<file path="src/design/lts_consts.svh">
// Constants for the transmit shaping, idle monitor and loopback block
`ifndef LTS_CONSTS_SVH
`define LTS_CONSTS_SVH
`define LTS_NUM_CH 8
`define LTS_NUM_SEG 8
`define LTS_SEG_W 7
`define LTS_SEG_RESET 7'h00
`define LTS_IDLE_LIMIT 128
`define LTS_PRBS_SEED 15'h7fff
`define LTS_ADDR_W 8
// Segment word addresses: 0x00..0x3f = channel*8 + segment
`define LTS_ADDR_SEG_TOP 8'h3f
`define LTS_ADDR_CTRL_BASE 8'h40
`define LTS_ADDR_STAT_BASE 8'h48
`define LTS_ADDR_GSTAT 8'h50
// Control register fields
`define LTS_CTRL_LOOP_LSB 0
`define LTS_CTRL_TRI_BIT 3
`define LTS_CTRL_AOS_BIT 4
`define LTS_CTRL_PRBS_BIT 5
`define LTS_CTRL_IEN_BIT 6
`define LTS_CTRL_RESET 8'h00
// Status register fields
`define LTS_STAT_IDLE_BIT 0
`define LTS_STAT_LOSS_BIT 1
`define LTS_STAT_IDLE_CHG_BIT 2
`endif

</file>
<file path="src/design/lts_pkg.sv">
// Types for the transmit shaping, idle monitor and loopback block
package lts_pkg;
	typedef enum logic [2:0] {
		LTS_LOOP_NONE,
		LTS_LOOP_LOCAL,
		LTS_LOOP_REMOTE,
		LTS_LOOP_DIGITAL,
		LTS_LOOP_DUAL
	} lts_loop_t;
	typedef enum logic [1:0] {
		LTS_SEG_IDLE,
		LTS_SEG_RUN
	} lts_seg_state_t;
endpackage

</file>
<file path="src/design/lts_idle_mon.sv">
// Per-channel driver idle monitor
`timescale 1ns/1ns
`include "lts_consts.svh"
module lts_idle_mon #(
	parameter int LIMIT = `LTS_IDLE_LIMIT
) (
	input wire logic sys_clk_i,
	input wire logic rst_i,
	input wire logic pulse_i,
	output logic alarm_o
);
	localparam int CW = $clog2(LIMIT + 1);
	logic [CW-1:0] count;

	if (LIMIT < 2) begin : g_bad_limit
		$error("LIMIT too small");
	end

	always_ff @(posedge sys_clk_i or posedge rst_i) begin
		if (rst_i) begin
			count <= '0;
		end else if (pulse_i) begin
			count <= '0;
		end else if (count != CW'(LIMIT)) begin
			count <= count + 1'b1;
		end
	end

	always_ff @(posedge sys_clk_i or posedge rst_i) begin
		if (rst_i) begin
			alarm_o <= 1'b0;
		end else if (pulse_i) begin
			alarm_o <= 1'b0;
		end else if (count == CW'(LIMIT)) begin
			alarm_o <= 1'b1;
		end
	end
endmodule

</file>
<file path="src/design/lts_top.sv">
// Eight-channel transmit shaping, idle monitor and loopback routing
`timescale 1ns/1ns
`include "lts_consts.svh"
module lts_top
	import lts_pkg::*;
#(
	parameter int NUM_CH = `LTS_NUM_CH,
	parameter int IDLE_LIMIT = `LTS_IDLE_LIMIT
) (
	input wire logic sys_clk_i,
	input wire logic rst_i,
	input wire logic [7:0] addr_i,
	input wire logic [7:0] wdata_i,
	input wire logic wr_i,
	input wire logic rd_i,
	output logic [7:0] rdata_o,
	input wire logic [NUM_CH-1:0] tx_sys_pos_i,
	input wire logic [NUM_CH-1:0] tx_sys_neg_i,
	input wire logic [NUM_CH-1:0] rx_line_pos_i,
	input wire logic [NUM_CH-1:0] rx_line_neg_i,
	input wire logic [NUM_CH-1:0] rx_signal_loss_i,
	output logic [NUM_CH-1:0] tx_line_pos_o,
	output logic [NUM_CH-1:0] tx_line_neg_o,
	output logic [NUM_CH-1:0] tx_line_oe_o,
	output logic [NUM_CH*`LTS_SEG_W-1:0] tx_dac_o,
	output logic [NUM_CH-1:0] rx_sys_pos_o,
	output logic [NUM_CH-1:0] rx_sys_neg_o,
	output logic rx_signal_loss_o,
	output logic driver_idle_alarm_o,
	output logic irq_n_o
);
	localparam int NS = `LTS_NUM_SEG;
	localparam int SW = `LTS_SEG_W;

	// Parameter checks at elaboration
	if (NUM_CH < 1 || NUM_CH > 8) begin : g_bad_ch
		$error("NUM_CH must be 1 to 8");
	end
	if (IDLE_LIMIT < 2) begin : g_bad_limit
		$error("IDLE_LIMIT too small");
	end

	logic [SW-1:0] seg_word [NUM_CH*NS];
	logic [7:0] ctrl [NUM_CH];
	logic [NUM_CH-1:0] idle_chg;
	logic [NUM_CH-1:0] idle_prev;
	logic [NUM_CH-1:0] idle_alarm;
	logic [NUM_CH-1:0] pulse_seen;
	logic [NUM_CH-1:0] tx_pos;
	logic [NUM_CH-1:0] tx_neg;
	logic [NUM_CH-1:0] loop_rx_pos;
	logic [NUM_CH-1:0] loop_rx_neg;
	logic [NUM_CH-1:0] stat_rd;
	// Tristate select and held pulse polarity per channel
	logic [NUM_CH-1:0] tri_sel;
	logic [NUM_CH-1:0] seg_neg;
	logic [2:0] seg_idx [NUM_CH];
	lts_seg_state_t seg_state [NUM_CH];
	logic [14:0] prbs;
	logic [7:0] next_rdata;

	// Shared pseudo-random source for diagnostic pattern
	always_ff @(posedge sys_clk_i or posedge rst_i) begin
		if (rst_i) begin
			prbs <= `LTS_PRBS_SEED;
		end else begin
			prbs <= {prbs[13:0], prbs[14] ^ prbs[13]};
		end
	end

	// Segment words, one per channel and segment
	genvar gs;
	generate
		for (gs = 0; gs < NUM_CH*NS; gs++) begin : g_seg
			always_ff @(posedge sys_clk_i or posedge rst_i) begin
				if (rst_i) begin
					seg_word[gs] <= `LTS_SEG_RESET;
				end else if (wr_i && addr_i == 8'(gs)) begin
					seg_word[gs] <= wdata_i[SW-1:0];
				end
			end
		end
	endgenerate

	genvar gc;
	generate
		for (gc = 0; gc < NUM_CH; gc++) begin : g_ch
			lts_loop_t mode;
			logic src_pos;
			logic src_neg;
			logic sel_pos;
			logic sel_neg;
			logic ctrl_wr;
			logic dac_neg;
			logic [SW-1:0] seg_cur;
			assign tri_sel[gc] = ctrl[gc][`LTS_CTRL_TRI_BIT];
			assign ctrl_wr = wr_i && addr_i == 8'(`LTS_ADDR_CTRL_BASE + gc);
			assign mode = lts_loop_t'(ctrl[gc][`LTS_CTRL_LOOP_LSB +: 3]);
			assign stat_rd[gc] = rd_i && addr_i == 8'(`LTS_ADDR_STAT_BASE + gc);

			always_ff @(posedge sys_clk_i or posedge rst_i) begin
				if (rst_i) begin
					ctrl[gc] <= `LTS_CTRL_RESET;
				end else if (ctrl_wr) begin
					ctrl[gc] <= wdata_i[2:0] > 3'd4 ? {wdata_i[7:3], 3'd0} : wdata_i;
				end
			end

			// Transmit source choice
			always_comb begin
				if (mode == LTS_LOOP_REMOTE || mode == LTS_LOOP_DUAL) begin
					src_pos = rx_line_pos_i[gc];
					src_neg = rx_line_neg_i[gc];
				end else begin
					src_pos = tx_sys_pos_i[gc];
					src_neg = tx_sys_neg_i[gc];
				end
				if (ctrl[gc][`LTS_CTRL_AOS_BIT]) begin
					sel_pos = ~prbs[gc % 2];
					sel_neg = prbs[gc % 2];
				end else if (ctrl[gc][`LTS_CTRL_PRBS_BIT]) begin
					sel_pos = prbs[14] & ~prbs[gc];
					sel_neg = prbs[14] & prbs[gc];
				end else begin
					sel_pos = src_pos & ~src_neg;
					sel_neg = src_neg & ~src_pos;
				end
			end
			assign tx_pos[gc] = sel_pos;
			assign tx_neg[gc] = sel_neg;
			assign pulse_seen[gc] = sel_pos | sel_neg;

			// Receive output choice
			always_comb begin
				case (mode)
					LTS_LOOP_LOCAL: begin
						loop_rx_pos[gc] = sel_pos;
						loop_rx_neg[gc] = sel_neg;
					end
					LTS_LOOP_DIGITAL, LTS_LOOP_DUAL: begin
						loop_rx_pos[gc] = tx_sys_pos_i[gc];
						loop_rx_neg[gc] = tx_sys_neg_i[gc];
					end
					default: begin
						loop_rx_pos[gc] = rx_line_pos_i[gc];
						loop_rx_neg[gc] = rx_line_neg_i[gc];
					end
				endcase
			end

			// Segment sequencer for return-to-zero shaping
			always_ff @(posedge sys_clk_i or posedge rst_i) begin
				if (rst_i) begin
					seg_state[gc] <= LTS_SEG_IDLE;
					seg_idx[gc] <= 3'd0;
					seg_neg[gc] <= 1'b0;
				end else begin
					case (seg_state[gc])
						LTS_SEG_IDLE: begin
							if (pulse_seen[gc]) begin
								seg_state[gc] <= LTS_SEG_RUN;
								seg_idx[gc] <= 3'd1;
								// Polarity held for the whole pulse
								seg_neg[gc] <= tx_neg[gc];
							end
						end
						LTS_SEG_RUN: begin
							seg_idx[gc] <= seg_idx[gc] + 3'd1;
							if (seg_idx[gc] == 3'(NS - 1)) begin
								seg_state[gc] <= LTS_SEG_IDLE;
							end
						end
						default: begin
							seg_state[gc] <= LTS_SEG_IDLE;
						end
					endcase
				end
			end

			// Current segment word and polarity of the pulse in progress
			assign seg_cur = seg_word[gc*NS + 32'(seg_idx[gc])];
			assign dac_neg = seg_state[gc] == LTS_SEG_RUN ? seg_neg[gc] : tx_neg[gc];

			// Word sent to shaping converter: sign in top bit, magnitude below
			always_ff @(posedge sys_clk_i or posedge rst_i) begin
				if (rst_i) begin
					tx_dac_o[gc*SW +: SW] <= `LTS_SEG_RESET;
				end else if (seg_state[gc] == LTS_SEG_RUN || pulse_seen[gc]) begin
					// Negative mark inverts sign bit; full magnitude stays full rail
					tx_dac_o[gc*SW +: SW] <= {seg_cur[SW-1] ^ dac_neg, seg_cur[SW-2:0]};
				end else begin
					tx_dac_o[gc*SW +: SW] <= `LTS_SEG_RESET;
				end
			end

			lts_idle_mon #(
				.LIMIT(IDLE_LIMIT)
			) u_idle (
				.sys_clk_i(sys_clk_i),
				.rst_i(rst_i),
				.pulse_i(pulse_seen[gc] & ~tri_sel[gc]),
				.alarm_o(idle_alarm[gc])
			);

			// Sticky change flag; a new change wins over the read clear
			always_ff @(posedge sys_clk_i or posedge rst_i) begin
				if (rst_i) begin
					idle_prev[gc] <= 1'b0;
					idle_chg[gc] <= 1'b0;
				end else begin
					idle_prev[gc] <= idle_alarm[gc];
					if (idle_alarm[gc] != idle_prev[gc]) begin
						idle_chg[gc] <= 1'b1;
					end else if (stat_rd[gc]) begin
						idle_chg[gc] <= 1'b0;
					end
				end
			end
		end
	endgenerate

	// Registered line outputs; a floated pair carries no marks
	always_ff @(posedge sys_clk_i or posedge rst_i) begin
		if (rst_i) begin
			tx_line_pos_o <= '0;
			tx_line_neg_o <= '0;
			tx_line_oe_o <= '0;
		end else begin
			tx_line_pos_o <= tx_pos & ~tri_sel;
			tx_line_neg_o <= tx_neg & ~tri_sel;
			tx_line_oe_o <= ~tri_sel;
		end
	end

	// Registered system receive outputs
	always_ff @(posedge sys_clk_i or posedge rst_i) begin
		if (rst_i) begin
			rx_sys_pos_o <= '0;
			rx_sys_neg_o <= '0;
		end else begin
			rx_sys_pos_o <= loop_rx_pos;
			rx_sys_neg_o <= loop_rx_neg;
		end
	end

	// Global alarms
	always_ff @(posedge sys_clk_i or posedge rst_i) begin
		if (rst_i) begin
			rx_signal_loss_o <= 1'b0;
			driver_idle_alarm_o <= 1'b0;
		end else begin
			rx_signal_loss_o <= |rx_signal_loss_i;
			driver_idle_alarm_o <= |idle_alarm;
		end
	end

	// Interrupt, low while any enabled channel holds a change
	always_ff @(posedge sys_clk_i or posedge rst_i) begin
		if (rst_i) begin
			irq_n_o <= 1'b1;
		end else begin
			irq_n_o <= 1'b1;
			for (int i = 0; i < NUM_CH; i++) begin
				if (idle_chg[i] && ctrl[i][`LTS_CTRL_IEN_BIT]) begin
					irq_n_o <= 1'b0;
				end
			end
		end
	end

	// Read data
	always_comb begin
		next_rdata = 8'h00;
		if (addr_i <= `LTS_ADDR_SEG_TOP) begin
			if (32'(addr_i) < NUM_CH*NS) begin
				next_rdata = {1'b0, seg_word[32'(addr_i)]};
			end
		end else begin
			for (int i = 0; i < NUM_CH; i++) begin
				if (addr_i == 8'(`LTS_ADDR_CTRL_BASE + i)) begin
					next_rdata = ctrl[i];
				end
				if (addr_i == 8'(`LTS_ADDR_STAT_BASE + i)) begin
					next_rdata[`LTS_STAT_IDLE_BIT] = idle_alarm[i];
					next_rdata[`LTS_STAT_LOSS_BIT] = rx_signal_loss_i[i];
					next_rdata[`LTS_STAT_IDLE_CHG_BIT] = idle_chg[i];
				end
			end
			if (addr_i == `LTS_ADDR_GSTAT) begin
				next_rdata = 8'(idle_alarm);
			end
		end
	end

	always_ff @(posedge sys_clk_i or posedge rst_i) begin
		if (rst_i) begin
			rdata_o <= 8'h00;
		end else if (rd_i) begin
			rdata_o <= next_rdata;
		end else begin
			rdata_o <= 8'h00;
		end
	end
endmodule

</file>
<file path="config.mk">
export PLATFORM = sky130hd
export DESIGN_NAME = lts_top
export DESIGN_NICKNAME = d
export VERILOG_FILES = /design/src/design/lts_pkg.sv /design/src/design/lts_idle_mon.sv /design/src/design/lts_top.sv
export VERILOG_INCLUDE_DIRS = /design/src /design/src/design
export SDC_FILE = /design/constraint.sdc
export NUM_CORES = 2
export LEC_CHECK = 0
export ABC_AREA = 1
export BUFFER_PORTS_ARGS = -buffer_cell sky130_fd_sc_hd__buf_2
export CORE_MARGIN = 2
export CORE_UTILIZATION = 62
export DETAILED_ROUTE_END_ITERATION = 12
export PLACE_DENSITY = 0.77
export SKIP_LAST_GASP = 1
export SYNTH_ARGS = -nofsm -noshare
export SYNTH_HDL_FRONTEND = slang
export SYNTH_SLANG_ARGS = --single-unit
</file>
<file path="constraint.sdc">
create_clock -name sys_clk_i -period 32.2 [get_ports sys_clk_i]
set_input_delay 4.83 -clock sys_clk_i [delete_from_list [all_inputs] [get_ports sys_clk_i]]
set_output_delay 4.83 -clock sys_clk_i [all_outputs]
set_load 0.02 [all_outputs]
</file>
-- Word-level counts from Yosys, hierarchy flattened
Cells that the tools add are included.
- logic and storage cells: 858
- register bits after elaboration: 770
- output and inout bits: 107
- reductions and logical operators: 179
- add/subtract/negate cells: 23
- order comparisons: 12
- muxes and demuxes: 229
- bitwise gates (word level): 101
- eq/ne operators: 168
- operators by type and width (operator ; count):
    $bmux 7 s6 ; 9
    $ge 33x7->1 const B ; 9
    $eq 8x6->1 const B ; 32
    $mux 8 ; 32
    $mux 7 ; 27
    $eq 8x7->1 const B ; 17
    $not 7->33 ; 4
    $eq 8x5->1 const B ; 16
    $mux 1 ; 96
    $logic_and 1x1->1 ; 88
    $not 6->33 ; 2
    $add 8x1->8 const B ; 8
    $eq 8x4->1 const B ; 8
    $eq 8x8->1 const B ; 8
    $ne 8x8->1 const B ; 8
    $reduce_bool 2->1 ; 32
    $mux 3 ; 17
    $eq 3x2->1 const B ; 16
    $eq 3x3->1 const B ; 16
    $pmux 3 s2 ; 8
    $reduce_and 2->1 ; 24
    $and 1x1->1 ; 40
    $not 3->33 ; 1
    $not 5->33 ; 1
    other kinds (28) ; 193

-- Depth between registers and ports, before layout
- depth in word-level cells: 25
- gate-level depth with buffers: 16

-- Cells and area by module
Synthesis repeated with hierarchy kept, for this count alone.
- cells, all modules: 4743
- area total of the unflattened synthesis: 38219.2 sq um
- modules (own cells, without submodules) (module ; cells each ; area each (sq um) ; sequential area each (sq um) ; instances):
    lts_top ; 4177 ; 34065.2 ; 17286.6 ; 1
    lts_idle_mon at g_ch[1].u_idle ... ; 71 ; 519.2 ; 225.2 ; 7
    lts_idle_mon at g_ch[0].u_idle ; 69 ; 519.2 ; 225.2 ; 1

-- Worst setup path after synthesis
No wires, ideal clock.
- path type: input -> register
- start point: input port addr_i[1]
- end point: register rdata_o[2]
- path slack: 25.887 ns
- stages on the path: 11
- arrival: 6.195 ns
- cells stage by stage: inv_2 -> nand2_2 -> inv_2 -> buf_2 -> buf_2 -> a22oi_1 -> a21oi_1 -> o41ai_1 -> nand2_1 -> o21ai_1 -> nor2_1
- cells in the longest elaborated chain, start to end: 25
- ends and longest elaborated chain (item ; line ; RTL):
    start: declaration ; lts_top.sv:12 ; input wire logic [7:0] addr_i,
    $eq 8x7->1 ; lts_top.sv:280 ; if (addr_i == 8'(`LTS_ADDR_CTRL_BASE + i)) begin
    $mux 8 ; lts_top.sv:280 ;
    $mux 8 ; lts_top.sv:274 ; if (addr_i <= `LTS_ADDR_SEG_TOP) begin
    $mux 3 ; lts_top.sv:283 ; if (addr_i == 8'(`LTS_ADDR_STAT_BASE + i)) begin
    $mux 8 ; lts_top.sv:280 ;
    $mux 8 ; -- ;
    $mux 3 ; lts_top.sv:283 ;
    $mux 8 ; lts_top.sv:280 ;
    [9 not listed] ; -- ;
    $mux 3 ; lts_top.sv:283 ;
    $mux 8 ; lts_top.sv:280 ;
    $mux 3 ; lts_top.sv:283 ;
    $mux 8 ; lts_top.sv:280 ;
    $mux 3 ; lts_top.sv:283 ;
    $mux 8 ; lts_top.sv:289 ; if (addr_i == `LTS_ADDR_GSTAT) begin
    $mux 8 * ; lts_top.sv:274 ;
    $mux 8 * ; lts_top.sv:298 ; end else if (rd_i) begin
    end signal: assignment ; lts_top.sv:299 ; rdata_o <= next_rdata;
    end: declaration ; lts_top.sv:16 ; output logic [7:0] rdata_o,
Mark *: on every way between the ends. The rest lies on a longest branch, timed or not. The select of a mux whose other input is x is not followed.
A chain may end at the register's enable or synchronous reset.

-- Worst setup path in the final report
- start point: input port addr_i[0]
- end point: register rdata_o[3]
- cells in the longest elaborated chain, start to end: 17
- ends and longest elaborated chain (item ; line):
    $eq 8x7->1 ; lts_top.sv:280
    $mux 8 ; lts_top.sv:280
    $mux 8 ; lts_top.sv:274
    $mux 8 ; lts_top.sv:280
    $mux 8 ; --
    $mux 8 ; lts_top.sv:280
    $mux 8 ; --
    $mux 8 ; lts_top.sv:280
    $mux 8 ; --
    $mux 8 ; lts_top.sv:280
    $mux 8 ; lts_top.sv:274
    $mux 8 (3 in a row) ; lts_top.sv:280
    $mux 8 ; lts_top.sv:289
    $mux 8 * ; lts_top.sv:274
    $mux 8 * ; lts_top.sv:298
Marks and branches as above.

==> flow_summary.yaml <==
sta:
  hold_viol_final: 0
  skew_ns: 0.0149
  fin_setup_tns_ns: 0
  slew_headroom_pct: 12.4
  rsz0062_at_grt: "false"
  worst_pin_slew_ns: 1.31
  timing_max_transition_violations_final: 0
  setup_viol: 0
  period_needed_ns: 7.97
  clock.fmax_ghz: 0.126
  fin_crit_sh_pct: 24.7
power_and_ir_drop:
  power.switching_mw: 1.01
  p_leak_nw: 18.0
  power_mw: 2.91
  p_comb_share_pct: 24.4
  switching_share_pct: 34.7
  clkPwrFrac_pct: 34.8
  p_int_mw: 1.90
  power.density_mw_per_mm2: 71.7
  pwr-share-seq_pct: 40.8
  ir_worst_vdd_uv: 55.0
final_layout:
  final_design_area_no_fill_mm2: 0.0406
  most-common-layout-cells: "nand2_1 (957), o21ai_0 (847), dfrtp_1 (746), nor2_1 (376), inv_1 (283)"
  fill_cells: 4702
  multi_input_area_mm2: 0.0154
  area_growth_pct: 11.0
  layout-drive-gt1-share_pct: 9.04
  fin_util_pct: 69.1
  final-seq-area_mm2: 0.0191
  final_nets: 4540
  final_common_cell: "nand2_1"
setup_path:
  cp.required_ns: 32.73
  crit_path_end_kind: "register"
  cp-start-kind: "primary input"
  crit_arrival_ns: 8.50
  critPathMaxFanout: 59
  critical_path_class: "primary input to register"
yosys:
  syn_inst: 4412
  async_reset_ff_share_pct: 100
  netlist_area_mm2: 0.0366
  synth_seq_area_share_pct: 52.2
  syn-mean-instance-area_um2: 8.29
  synth_edf_count: 0
  yosysWarnings: 0
  synth_cell_type_count: 52
  ys.flop_type: "dfrtp_1"
  yosys.area.top_type: "dfrtp_1"
  syn-num-nets: 4504
  netlist.area_leader.share_pct: 51.1
  ys_ff_latch: 762
  synth_area_leaders: "dfrtp_1 (51%), o21ai_0 (12%), nand2_1 (9.8%)"
clocking:
  cts_setup_buffers: 0
  clock_latency_ns: 0.64
  holdBufCountCts: 0
  cts.sinks: 762
  clk_pin_slew_worst_paths_ns: 0.07
  cts_tree: "done"
  cts_resized: 0
  root_buffer: "clkbuf_16"
  cts_max_path_buffers: 3
  h-tree-depth: 3
  numCtsBuffers: 80
global_routing:
  grt_antenna_before_repair: 2
  grtUsageTotal_pct: 38.2
  grt_pass1_vias: 31100
  grt_max_degree: 115
  grt_pass1_wl_um: 179000
  overflow: 0
routing:
  drt-initial-drc-count: 4172
  drc: 0
  vias: 33500
  drtPass1Iterations: 8
  detail_route.vias_per_cell: 6.32
  routed_wl_um: 116000
  routedWlPerCell_um: 21.9
  highest_layer: "met4"
  wl_met2_um: 50300
  ant_nets: 0
  wl_met1_um: 46200
  wl_met3_um: 13300
flow_run:
  timing.max_cap.violations: 0
status:
  status: "finished, final reports clean"
die:
  core_area_mm2: 0.0587
  die_h_um: 247
  core.rowCount: 89
  die_area_mm2: 0.0609
  io_pins: 167
  die_x_um: 247
  start_util_pct: 62.3
place:
  place.gp.congestion: 0.951
  port_buffers: 166
  place_area_mm2: 0.0377
  hpwlAfterDp_um: 75500
min_path:
  min_path_type: "register to register"
per-layer routing:
| layer | GRT usage, % | vias up |
|---|---|---|
| li1 | - | 15100 |
| met5 | 0 | - |
| met1 | 52.4 | 16000 |
| met2 | 55.9 | 2003 |
| met3 | 10.7 | 379 |
| met4 | 18.9 | 0 |
registers in the layout (all words and copies together), names as in the netlist, 15 cells and up:
register,flops
seg_word,448
tx_dac_o,56
ctrl,64
seg_idx,24
prbs,15
g_ch.u_idle.count,64
worst max-delay path: stages:
cell      delay, ns
buf_2          0.14
nand2_1        0.14
clkinv_2       0.84
buf_4          0.71
a22oi_1        0.27
a21oi_1        0.12
nor4_1         0.68
nor2_1         0.10
nor3_1         0.38
nand2_1        0.10
nand2_1        0.08
nor2_1         0.04
final cells by class:
cell class | instances | area share (%)
sequential | 762 | 47.1
multi-input combinational | 3095 | 37.9
clock buffer | 118 | 6.04
inverter | 311 | 2.90
timing repair buffer | 198 | 2.64
tap | 773 | 2.38
clock inverter | 29 | 1.09
antenna | 4 | 0.0247
Yosys cell counts (all sizes together), types with 32 or more instances:
cell type / number
clkbuf: 196
nor2: 400
ha: 32
inv: 300
nor3: 44
nand2: 961
o21ai: 861
a22oi: 217
buf: 48
o221ai: 44
a21oi: 227
nand3: 114
dfrtp: 746
worst paths after layout:
| kind | depth (start not counted) | from | endpoint | slack [ns] |
|---|---|---|---|---|
| hold reg to reg | 0 | prbs[12] | prbs[13] | 0.36 |
| hold / removal | 0 | prbs[12] | prbs[13] | 0.36 |
| setup reg to reg | 7 | seg_idx[3] | tx_dac_o[48] | 28.82 |
| min in group asynchronous | 2 | rst_i | tx_line_neg_o[1] | 4.34 |
| max in group asynchronous | 4 | rst_i | ctrl[34] | 25.46 |
| setup / recovery | 12 | addr_i[0] | rdata_o[3] | 24.23 |
kinds of logic after synthesis:
family,after synthesis,synth area share (%)
simple gates,1580,17.5
compound gates,1443,22.4
flops,762,52.2
buf+inv,555,5.82
xor+xnor,39,0.934
fa+ha+maj,32,1.10
mux,1,0.0274
power by group through the flow:
stage	logic (mW)	clock network, mW	registers, mW
detailed placement	0.688	0	1.19
global placement	0.674	0	1.19
global route	0.786	1.06	1.20
finish	0.709	1.01	1.19
CTS	0.694	1.02	1.18
floorplan	0.455	0	1.19
stage by stage:
step                std cells  setup WS [ns]  hold slack (ns)
detailed placement       5139          23.79            0.350
global placement         5139          23.81            0.347
floorplan                4412           6.01            0.345
finish                   5290          24.23            0.356
global route             5288          24.20            0.360
CTS                      5286          24.40            0.361
(Power assumes the default switching activity.)
